## config.mk

```make
export PLATFORM = sky130hd
export DESIGN_NAME = sps_status_select
export DESIGN_NICKNAME = d
export VERILOG_FILES = /design/src/core/sps_pkg.sv /design/src/core/sps_prescaler.sv /design/src/core/sps_status_select.sv
export SDC_FILE = /design/constraint.sdc
export NUM_CORES = 1
export LEC_CHECK = 0
export BUFFER_PORTS_ARGS = -buffer_cell sky130_fd_sc_hd__buf_4
export CAP_MARGIN = 20
export CORE_ASPECT_RATIO = 0.7
export CORE_MARGIN = 2
export CORE_UTILIZATION = 56
export CTS_BUF_LIST = sky130_fd_sc_hd__clkbuf_8
export CTS_CLUSTER_DIAMETER = 80
export DETAILED_ROUTE_END_ITERATION = 12
export PLACE_DENSITY_LB_ADDON = 0.08
export REMOVE_ABC_BUFFERS = 1
export SYNTH_ARGS = -nofsm -noshare
export SYNTH_HDL_FRONTEND = slang
export SYNTH_SLANG_ARGS = --single-unit
```

## constraint.sdc

```tcl
create_clock -name clk -period 3.8 [get_ports clk]
set_clock_uncertainty 0.2 [all_clocks]
set_input_delay 0.38 -clock clk [delete_from_list [all_inputs] [get_ports clk]]
set_output_delay 0.38 -clock clk [all_outputs]
set_load 0.05 [all_outputs]
```

## src/core/sps_pkg.sv

```systemverilog
/*
 * Constants for the status pin selector and the feedback prescaler:
 * register offsets, field positions, reset values, selection codes and
 * prescaler codes.
 * Assumes an 8-bit register port with 10-bit addresses.
 */
package sps_pkg;

   localparam int ADDR_W = 10;
   localparam int DATA_W = 8;
   localparam int SEL_W = 6;
   localparam int PRE_W = 3;
   localparam int CNT_W = 6;

   // register offsets
   localparam logic [ADDR_W-1:0] ADDR_PLL_CTRL = 10'h016;
   localparam logic [ADDR_W-1:0] ADDR_STATUS_PIN_SELECT = 10'h017;
   localparam logic [ADDR_W-1:0] ADDR_GATE_CTRL = 10'h01D;

   // field positions
   localparam int SEL_LSB = 2;
   localparam int SEL_MSB = 7;
   localparam int PRE_LSB = 0;
   localparam int PRE_MSB = 2;
   localparam int LOCK_BIT = 7;

   // reset values
   localparam logic [DATA_W-1:0] RST_PLL_CTRL = 8'h06;
   localparam logic [DATA_W-1:0] RST_STATUS_PIN_SELECT = 8'h00;
   localparam logic [DATA_W-1:0] RST_GATE_CTRL = 8'h00;
   localparam logic [DATA_W-1:0] READ_UNMAPPED = 8'h00;

   // prescaler codes
   localparam logic [PRE_W-1:0] PRE_FD_1 = 3'h0;
   localparam logic [PRE_W-1:0] PRE_FD_2 = 3'h1;
   localparam logic [PRE_W-1:0] PRE_DM_2 = 3'h2;
   localparam logic [PRE_W-1:0] PRE_DM_4 = 3'h3;
   localparam logic [PRE_W-1:0] PRE_DM_8 = 3'h4;
   localparam logic [PRE_W-1:0] PRE_DM_16 = 3'h5;
   localparam logic [PRE_W-1:0] PRE_DM_32 = 3'h6;
   localparam logic [PRE_W-1:0] PRE_FD_3 = 3'h7;

   // status pin selection codes
   localparam logic [SEL_W-1:0] SEL_GROUND = 6'h00;
   localparam logic [SEL_W-1:0] SEL_FB_DIV = 6'h01;
   localparam logic [SEL_W-1:0] SEL_REF_DIV = 6'h02;
   localparam logic [SEL_W-1:0] SEL_A_DIV = 6'h03;
   localparam logic [SEL_W-1:0] SEL_PRESC = 6'h04;
   localparam logic [SEL_W-1:0] SEL_PFD_UP = 6'h05;
   localparam logic [SEL_W-1:0] SEL_PFD_DOWN = 6'h06;
   localparam logic [SEL_W-1:0] SEL_MON_GROUND = 6'h20;
   localparam logic [SEL_W-1:0] SEL_FIRST_REFERENCE_INPUT_CLK = 6'h21;
   localparam logic [SEL_W-1:0] SEL_SECOND_REFERENCE_INPUT_CLK = 6'h22;
   localparam logic [SEL_W-1:0] SEL_SEL_CLK = 6'h23;
   localparam logic [SEL_W-1:0] SEL_UNSEL_CLK = 6'h24;
   localparam logic [SEL_W-1:0] SEL_SEL_OK = 6'h25;
   localparam logic [SEL_W-1:0] SEL_UNSEL_OK = 6'h26;
   localparam logic [SEL_W-1:0] SEL_FIRST_REFERENCE_INPUT_FREQ = 6'h27;
   localparam logic [SEL_W-1:0] SEL_SECOND_REFERENCE_INPUT_FREQ = 6'h28;
   localparam logic [SEL_W-1:0] SEL_BOTH_FREQ = 6'h29;
   localparam logic [SEL_W-1:0] SEL_ALL_LOCK = 6'h2A;
   localparam logic [SEL_W-1:0] SEL_CLK_FREQ = 6'h2B;
   localparam logic [SEL_W-1:0] SEL_REF_ID = 6'h2C;
   localparam logic [SEL_W-1:0] SEL_DLD = 6'h2D;
   localparam logic [SEL_W-1:0] SEL_HOLDOVER = 6'h2E;
   localparam logic [SEL_W-1:0] SEL_LD_CMP = 6'h2F;
   localparam logic [SEL_W-1:0] SEL_SUPPLY = 6'h30;
   localparam logic [SEL_W-1:0] SEL_FIRST_REFERENCE_INPUT_CLK_B = 6'h31;
   localparam logic [SEL_W-1:0] SEL_SECOND_REFERENCE_INPUT_CLK_B = 6'h32;
   localparam logic [SEL_W-1:0] SEL_SEL_CLK_B = 6'h33;
   localparam logic [SEL_W-1:0] SEL_UNSEL_CLK_B = 6'h34;
   localparam logic [SEL_W-1:0] SEL_SEL_OK_N = 6'h35;
   localparam logic [SEL_W-1:0] SEL_UNSEL_OK_N = 6'h36;
   localparam logic [SEL_W-1:0] SEL_FIRST_REFERENCE_INPUT_FREQ_N = 6'h37;
   localparam logic [SEL_W-1:0] SEL_SECOND_REFERENCE_INPUT_FREQ_N = 6'h38;
   localparam logic [SEL_W-1:0] SEL_BOTH_FREQ_B = 6'h39;
   localparam logic [SEL_W-1:0] SEL_ALL_LOCK_B = 6'h3A;
   localparam logic [SEL_W-1:0] SEL_CLK_FREQ_N = 6'h3B;
   localparam logic [SEL_W-1:0] SEL_REF_ID_N = 6'h3C;
   localparam logic [SEL_W-1:0] SEL_DLD_N = 6'h3D;
   localparam logic [SEL_W-1:0] SEL_HOLDOVER_N = 6'h3E;
   localparam logic [SEL_W-1:0] SEL_LD_CMP_N = 6'h3F;

endpackage : sps_pkg

```

## src/core/sps_prescaler.sv

```systemverilog
/*
 * Feedback prescaler model: divides the clock by the modulus that the
 * prescaler code and the A counter state pick, one pulse per period.
 * Assumes a_nonzero is synchronous to clk.
 */
module sps_prescaler
   import sps_pkg::*;
(
   input wire logic clk,
   input wire logic sys_rst,
   input wire logic [PRE_W-1:0] presc_code,
   input wire logic a_nonzero,
   output logic presc_out_q,
   output logic [CNT_W-1:0] modulus_q
);

   logic [CNT_W-1:0] count_q;
   logic [CNT_W-1:0] count_d;
   logic presc_out_d;
   logic [CNT_W-1:0] modulus_d;

   // base P for dual modulus, fixed value otherwise
   function automatic logic [CNT_W-1:0] sps_modulus(input logic [PRE_W-1:0] code,
                                                    input logic a_nz);
      logic [CNT_W-1:0] base;
      logic dm;
      base = 6'h01;
      dm = 1'b1;
      unique case (code)
         PRE_FD_1: begin
            base = 6'h01;
            dm = 1'b0;
         end
         PRE_FD_2: begin
            base = 6'h02;
            dm = 1'b0;
         end
         PRE_DM_2: base = 6'h02;
         PRE_DM_4: base = 6'h04;
         PRE_DM_8: base = 6'h08;
         PRE_DM_16: base = 6'h10;
         PRE_DM_32: base = 6'h20;
         PRE_FD_3: begin
            base = 6'h03;
            dm = 1'b0;
         end
      endcase
      return base + {5'h00, dm & a_nz};
   endfunction : sps_modulus

   always_comb begin
      modulus_d = sps_modulus(presc_code, a_nonzero);
      if (count_q >= modulus_d - 6'h01) begin
         count_d = 6'h00;
         presc_out_d = 1'b1;
      end else begin
         count_d = count_q + 6'h01;
         presc_out_d = 1'b0;
      end
   end

   always_ff @(posedge clk) begin
      if (sys_rst) begin
         count_q <= 6'h00;
         presc_out_q <= 1'b0;
         modulus_q <= 6'h00;
      end else begin
         count_q <= count_d;
         presc_out_q <= presc_out_d;
         modulus_q <= modulus_d;
      end
   end
endmodule : sps_prescaler

```

## src/core/sps_status_select.sv

```systemverilog
/*
 * Status pin selector with the feedback prescaler, configuration held in
 * the pll control, status pin select and gate control registers.
 * Assumes all monitor inputs and the register port are synchronous to clk.
 */
module sps_status_select
   import sps_pkg::*;
(
   input wire logic clk,
   input wire logic sys_rst,
   input wire logic reg_wr_en,
   input wire logic reg_rd_en,
   input wire logic [ADDR_W-1:0] reg_addr,
   input wire logic [DATA_W-1:0] reg_wdata,
   output logic [DATA_W-1:0] reg_rdata_q,
   input wire logic a_counter_nonzero,
   input wire logic fb_div_out,
   input wire logic ref_div_out,
   input wire logic a_div_out,
   input wire logic pfd_up,
   input wire logic pfd_down,
   input wire logic first_reference_input_clk,
   input wire logic second_reference_input_clk,
   input wire logic differential_mode,
   input wire logic ref_sel_second,
   input wire logic first_reference_input_status,
   input wire logic second_reference_input_status,
   input wire logic first_reference_input_freq_ok,
   input wire logic second_reference_input_freq_ok,
   input wire logic vco_status,
   input wire logic clk_freq_ok,
   input wire logic digital_lock_detect,
   input wire logic holdover_active,
   input wire logic lock_comparator,
   output logic prescaler_out_q,
   output logic status_pin_q
);

   logic [DATA_W-1:0] pll_ctrl_q;
   logic [DATA_W-1:0] pll_ctrl_d;
   logic [DATA_W-1:0] status_sel_q;
   logic [DATA_W-1:0] status_sel_d;
   logic [DATA_W-1:0] gate_ctrl_q;
   logic [DATA_W-1:0] gate_ctrl_d;
   logic [DATA_W-1:0] rdata_d;
   logic status_pin_d;
   logic [SEL_W-1:0] sel;
   logic sel_locked;
   logic presc_pulse;
   logic sel_clk;
   logic unsel_clk;
   logic second_reference_input_avail;
   logic sel_ok;
   logic unsel_ok;
   logic ref_id;
   logic all_lock;

   sps_prescaler u_prescaler (
      .clk(clk),
      .sys_rst(sys_rst),
      .presc_code(pll_ctrl_q[PRE_MSB:PRE_LSB]),
      .a_nonzero(a_counter_nonzero),
      .presc_out_q(presc_pulse),
      .modulus_q()
   );

   assign sel = status_sel_q[SEL_MSB:SEL_LSB];
   assign sel_locked = gate_ctrl_q[LOCK_BIT];

   // register writes and reads
   always_comb begin
      pll_ctrl_d = pll_ctrl_q;
      status_sel_d = status_sel_q;
      gate_ctrl_d = gate_ctrl_q;
      rdata_d = reg_rdata_q;
      if (reg_wr_en) begin
         unique case (reg_addr)
            ADDR_PLL_CTRL: pll_ctrl_d = reg_wdata;
            ADDR_STATUS_PIN_SELECT: begin
               // selection field frozen while gated; low bits always writable
               if (!sel_locked) begin
                  status_sel_d = reg_wdata;
               end else begin
                  status_sel_d = {status_sel_q[SEL_MSB:SEL_LSB], reg_wdata[SEL_LSB-1:0]};
               end
            end
            ADDR_GATE_CTRL: gate_ctrl_d = reg_wdata;
            default: ;
         endcase
      end
      if (reg_rd_en) begin
         unique case (reg_addr)
            ADDR_PLL_CTRL: rdata_d = pll_ctrl_q;
            ADDR_STATUS_PIN_SELECT: rdata_d = status_sel_q;
            ADDR_GATE_CTRL: rdata_d = gate_ctrl_q;
            default: rdata_d = READ_UNMAPPED;
         endcase
      end
   end

   // reference routing; second and unselected references absent in differential mode
   always_comb begin
      second_reference_input_avail = differential_mode ? 1'b0 : second_reference_input_clk;
      if (differential_mode) begin
         sel_clk = first_reference_input_clk;
         unsel_clk = 1'b0;
         sel_ok = first_reference_input_status;
         unsel_ok = 1'b0;
         ref_id = 1'b0;
      end else begin
         sel_clk = ref_sel_second ? second_reference_input_clk : first_reference_input_clk;
         unsel_clk = ref_sel_second ? first_reference_input_clk : second_reference_input_clk;
         sel_ok = ref_sel_second ? second_reference_input_status : first_reference_input_status;
         unsel_ok = ref_sel_second ? first_reference_input_status : second_reference_input_status;
         ref_id = ref_sel_second;
      end
      all_lock = digital_lock_detect & sel_ok & vco_status;
   end

   // status pin selection
   always_comb begin
      unique case (sel)
         SEL_FB_DIV: status_pin_d = fb_div_out;
         SEL_REF_DIV: status_pin_d = ref_div_out;
         SEL_A_DIV: status_pin_d = a_div_out;
         SEL_PRESC: status_pin_d = presc_pulse;
         SEL_PFD_UP: status_pin_d = pfd_up;
         SEL_PFD_DOWN: status_pin_d = pfd_down;
         SEL_MON_GROUND: status_pin_d = 1'b0;
         SEL_FIRST_REFERENCE_INPUT_CLK: status_pin_d = first_reference_input_clk;
         SEL_SECOND_REFERENCE_INPUT_CLK: status_pin_d = second_reference_input_avail;
         SEL_SEL_CLK: status_pin_d = sel_clk;
         SEL_UNSEL_CLK: status_pin_d = unsel_clk;
         SEL_SEL_OK: status_pin_d = sel_ok;
         SEL_UNSEL_OK: status_pin_d = unsel_ok;
         SEL_FIRST_REFERENCE_INPUT_FREQ: status_pin_d = first_reference_input_freq_ok;
         SEL_SECOND_REFERENCE_INPUT_FREQ: status_pin_d = second_reference_input_freq_ok;
         SEL_BOTH_FREQ: status_pin_d = first_reference_input_freq_ok & second_reference_input_freq_ok;
         SEL_ALL_LOCK: status_pin_d = all_lock;
         SEL_CLK_FREQ: status_pin_d = clk_freq_ok;
         SEL_REF_ID: status_pin_d = ref_id;
         SEL_DLD: status_pin_d = digital_lock_detect;
         SEL_HOLDOVER: status_pin_d = holdover_active;
         SEL_LD_CMP: status_pin_d = lock_comparator;
         SEL_SUPPLY: status_pin_d = 1'b1;
         SEL_FIRST_REFERENCE_INPUT_CLK_B: status_pin_d = first_reference_input_clk;
         SEL_SECOND_REFERENCE_INPUT_CLK_B: status_pin_d = second_reference_input_avail;
         SEL_SEL_CLK_B: status_pin_d = sel_clk;
         SEL_UNSEL_CLK_B: status_pin_d = unsel_clk;
         SEL_SEL_OK_N: status_pin_d = ~sel_ok;
         SEL_UNSEL_OK_N: status_pin_d = differential_mode ? 1'b0 : ~unsel_ok;
         SEL_FIRST_REFERENCE_INPUT_FREQ_N: status_pin_d = ~first_reference_input_freq_ok;
         SEL_SECOND_REFERENCE_INPUT_FREQ_N: status_pin_d = ~second_reference_input_freq_ok;
         SEL_BOTH_FREQ_B: status_pin_d = first_reference_input_freq_ok & second_reference_input_freq_ok;
         SEL_ALL_LOCK_B: status_pin_d = all_lock;
         SEL_CLK_FREQ_N: status_pin_d = ~clk_freq_ok;
         SEL_REF_ID_N: status_pin_d = ~ref_id;
         SEL_DLD_N: status_pin_d = ~digital_lock_detect;
         SEL_HOLDOVER_N: status_pin_d = ~holdover_active;
         SEL_LD_CMP_N: status_pin_d = ~lock_comparator;
         default: status_pin_d = 1'b0;
      endcase
   end

   always_ff @(posedge clk) begin
      if (sys_rst) begin
         pll_ctrl_q <= RST_PLL_CTRL;
         status_sel_q <= RST_STATUS_PIN_SELECT;
         gate_ctrl_q <= RST_GATE_CTRL;
         reg_rdata_q <= READ_UNMAPPED;
         status_pin_q <= 1'b0;
         prescaler_out_q <= 1'b0;
      end else begin
         pll_ctrl_q <= pll_ctrl_d;
         status_sel_q <= status_sel_d;
         gate_ctrl_q <= gate_ctrl_d;
         reg_rdata_q <= rdata_d;
         status_pin_q <= status_pin_d;
         prescaler_out_q <= presc_pulse;
      end
   end
endmodule : sps_status_select

```

==> results.yml <==
pwr:
  p_per_area_mw_per_mm2: 291
  intPower_uw: 622
  power_switching_uw: 187
  p_total_uw: 809
  leakage_nw: 1.02
  clkPwrFrac_pct: 35.5
  p_comb_share_pct: 10.5
  switching_share_pct: 23.1
  irDropWorstVdd_mv: 0.217
  seqPwrFrac_pct: 54.1
detailed_routing:
  avgRoutedWirePerCell_um: 14.2
  drt_iter0_markers: 258
  routed_wirelength_mm: 5.35
  post_drt_via_cell_ratio: 5.96
  drc_errors: 0
  drtPass1Iterations: 6
  antenna_left: 0
  vias: 2247
critical_path:
  cp-start-kind: "flop"
  max_stage_delay_ns: 0.42
  cp_top_family: "compound AO/OA/AOI/OAI gates"
  path_class: "reg2reg"
  path_max_fanout: 12
  reg2reg_from: "pll_ctrl_q[1]"
  cpMostUsedCell: "ha_1"
  required_ns: 3.81
  slowest_stage: "dfxtp_1"
  crit_path_end_kind: "flop"
  crit_chain: "or2_2 -> o21a_1 -> ha_1 -> ha_1 -> ha_1 -> a21o_1 -> a21o_1 -> a211oi_1 -> o21bai_1 -> nor3b_1"
  arrival_ns: 3.10
  worstSetupStartpoint: "pll_ctrl_q[1]"
  path_buf_inv: 0
floorplan:
  die_w_um: 81.4
  io_pins: 51
  die_h_um: 58.2
  die_area_mm2: 0.00473
  row_count: 19
  coreArea_mm2: 0.00397
  initial_core_util_pct: 59.1
clock_tree:
  clock_path_buffers: 2
  cts_tree: "built"
  clk_latency_ns: 0.28
  root_buffer: "clkbuf_8"
  cts_setup_buffers: 0
  numClockSinks: 41
  postCtsResizedCells: 0
  postCtsHoldBufs: 0
  htree_levels: 2
  numCtsBuffers: 5
  clkTransAtPathRegs_ns: 0.08
timing:
  setup_viol: 0
  drv_slew: 0
  slew-limit-headroom_pct: 51.0
  post-route-period-util_pct: 81.4
  setup_tns_ns: 0
  hold_viol: 0
  fmax_mhz: 323
  rsz0062_at_grt: "no"
  period_needed_ns: 3.09
  worstMarginPinSlew_ns: 0.733
yosys:
  synth_area_leader_cell: "dfxtp_1"
  syn_inst: 288
  yosysWarnings: 0
  ys_top_cells_by_count: "dfxtp_1 (41), nand2_1 (35), nand3_1 (30)"
  syn_area_mm2: 0.00235
  synth-edff-count: 0
  yosysMostFrequentCell: "dfxtp_1"
  ys.flop_type: "dfxtp_1"
  synthTopCellsByArea: "dfxtp_1 (35%), nand3_1 (6.4%), nand2_1 (5.6%)"
  async_reset_ff_share_pct: 0
  avgSynthCellArea_um2: 8.15
  synth-seq-cells: 41
  seq_area_frac_synth_pct: 35.0
  synth_top_area_share_pct: 35.0
  synthDistinctLibCells: 51
final_layout:
  fillers: 326
  num_antenna_cells: 0
  post-route-util_pct: 70.1
  area_growth_pct: 18.6
  layout.nets: 375
  regArea_um2: 821
  multi_input_area_mm2: 0.00142
  drive_gt1_share_pct: 20.3
  fin_cells: 377
  post-route-cell-area_mm2: 0.00278
placement:
  dpl.hpwl_mm: 3.78
  post-place-cells: 370
  gp_congestion: 0.826
  place_area_mm2: 0.00269
  portBuffers: 50
worst_hold_path:
  hold_class: "in2reg"
  hp-start: "reg_wdata[5]"
global_route:
  grt_antenna_before_repair: 0
  grt_max_degree: 36
  grt_pass1_wl_mm: 9.04
  gr-total-overflow: 0
  first_global_vias: 1855
  grtUsageTotal_pct: 24.4
flow_run:
  maxCapViolations: 0
status:
  status: "finished clean"
==> per-layer routing <==
layer	global-route usage (%)	wire, µm
met5	0	0
met4	3.63	18
met3	6.07	452
met2	33.4	2220
met1	38.8	2660
==> stage by stage <==
step                setup WS, ns  hold WS, ns
floorplan                  0.951        0.230
global placement           0.782        0.238
detailed placement         0.719        0.242
CTS                        0.716        0.147
global route               0.459        0.143
finish                     0.706        0.143
==> tightest hold or removal path, stage by stage <==
cell and delay (ns):
buf_4 0.09, mux2i_1 0.06, nor2_1 0.07
==> area by class of cell <==
class / instances / share of cell area [%]
sequential: 41 / 29.5
clock buffer: 6 / 2.97
timing repair buffer: 50 / 13.5
clock inverter: 1 / 0.270
tap: 52 / 2.34
inverter: 4 / 0.540
multi-input combinational: 223 / 50.9
==> state kept, by name (all words and copies together) (netlist names) <==
signal,flops
gate_ctrl_q,8
pll_ctrl_q,8
prescaler_out_q,1
reg_rdata_q,8
status_pin_q,1
status_sel_q,8
u_prescaler.count_q,6
u_prescaler.presc_out_q,1
==> layout by cell type (no fill, tap or decap), types with 2 or more instances in the layout <==
cell	n
nand2b_1	4
nor3b_1	3
o32ai_1	2
a31oi_1	2
ha_1	9
nor2_1	17
o21ai_1	4
clkbuf_8	6
dfxtp_1	41
a22oi_1	2
a222oi_1	8
o2111ai_1	2
mux2i_1	13
xor2_1	4
inv_1	4
xnor2_1	5
o21ai_0	10
a21o_1	3
nand2_2	2
nor4_1	2
nand2_1	35
a211o_1	2
nand3b_1	3
nand3_1	30
nor3_1	9
a21oi_1	23
nor2b_1	4
and3_1	4
nand4_1	2
buf_4	50
a211oi_1	3
==> power groups by stage <==
stage	clock [mW]	sequential [mW]	combinational [mW]
after floorplan	0	0.446	0.0316
after global placement	0	0.447	0.0832
after detailed placement	0	0.447	0.0848
after CTS	0.290	0.437	0.0847
after global routing	0.314	0.438	0.0942
final	0.287	0.437	0.0847
==> worst paths after layout <==
kind,to,slack [ns],cells after the start
max,u_prescaler.count_q[1],0.71,10
min,status_sel_q[5],0.14,3
max reg2reg,u_prescaler.count_q[1],0.71,10
min reg2reg,reg_rdata_q[4],0.25,2
==> cell families after synthesis <==
logic type | synth area share (%)
compound gates | 18.8
xor+xnor | 3.36
fa+ha+maj | 4.80
buf+inv | 4.69
flops | 35.0
mux | 5.54
simple gates | 27.8
(Power assumes the default switching activity.)
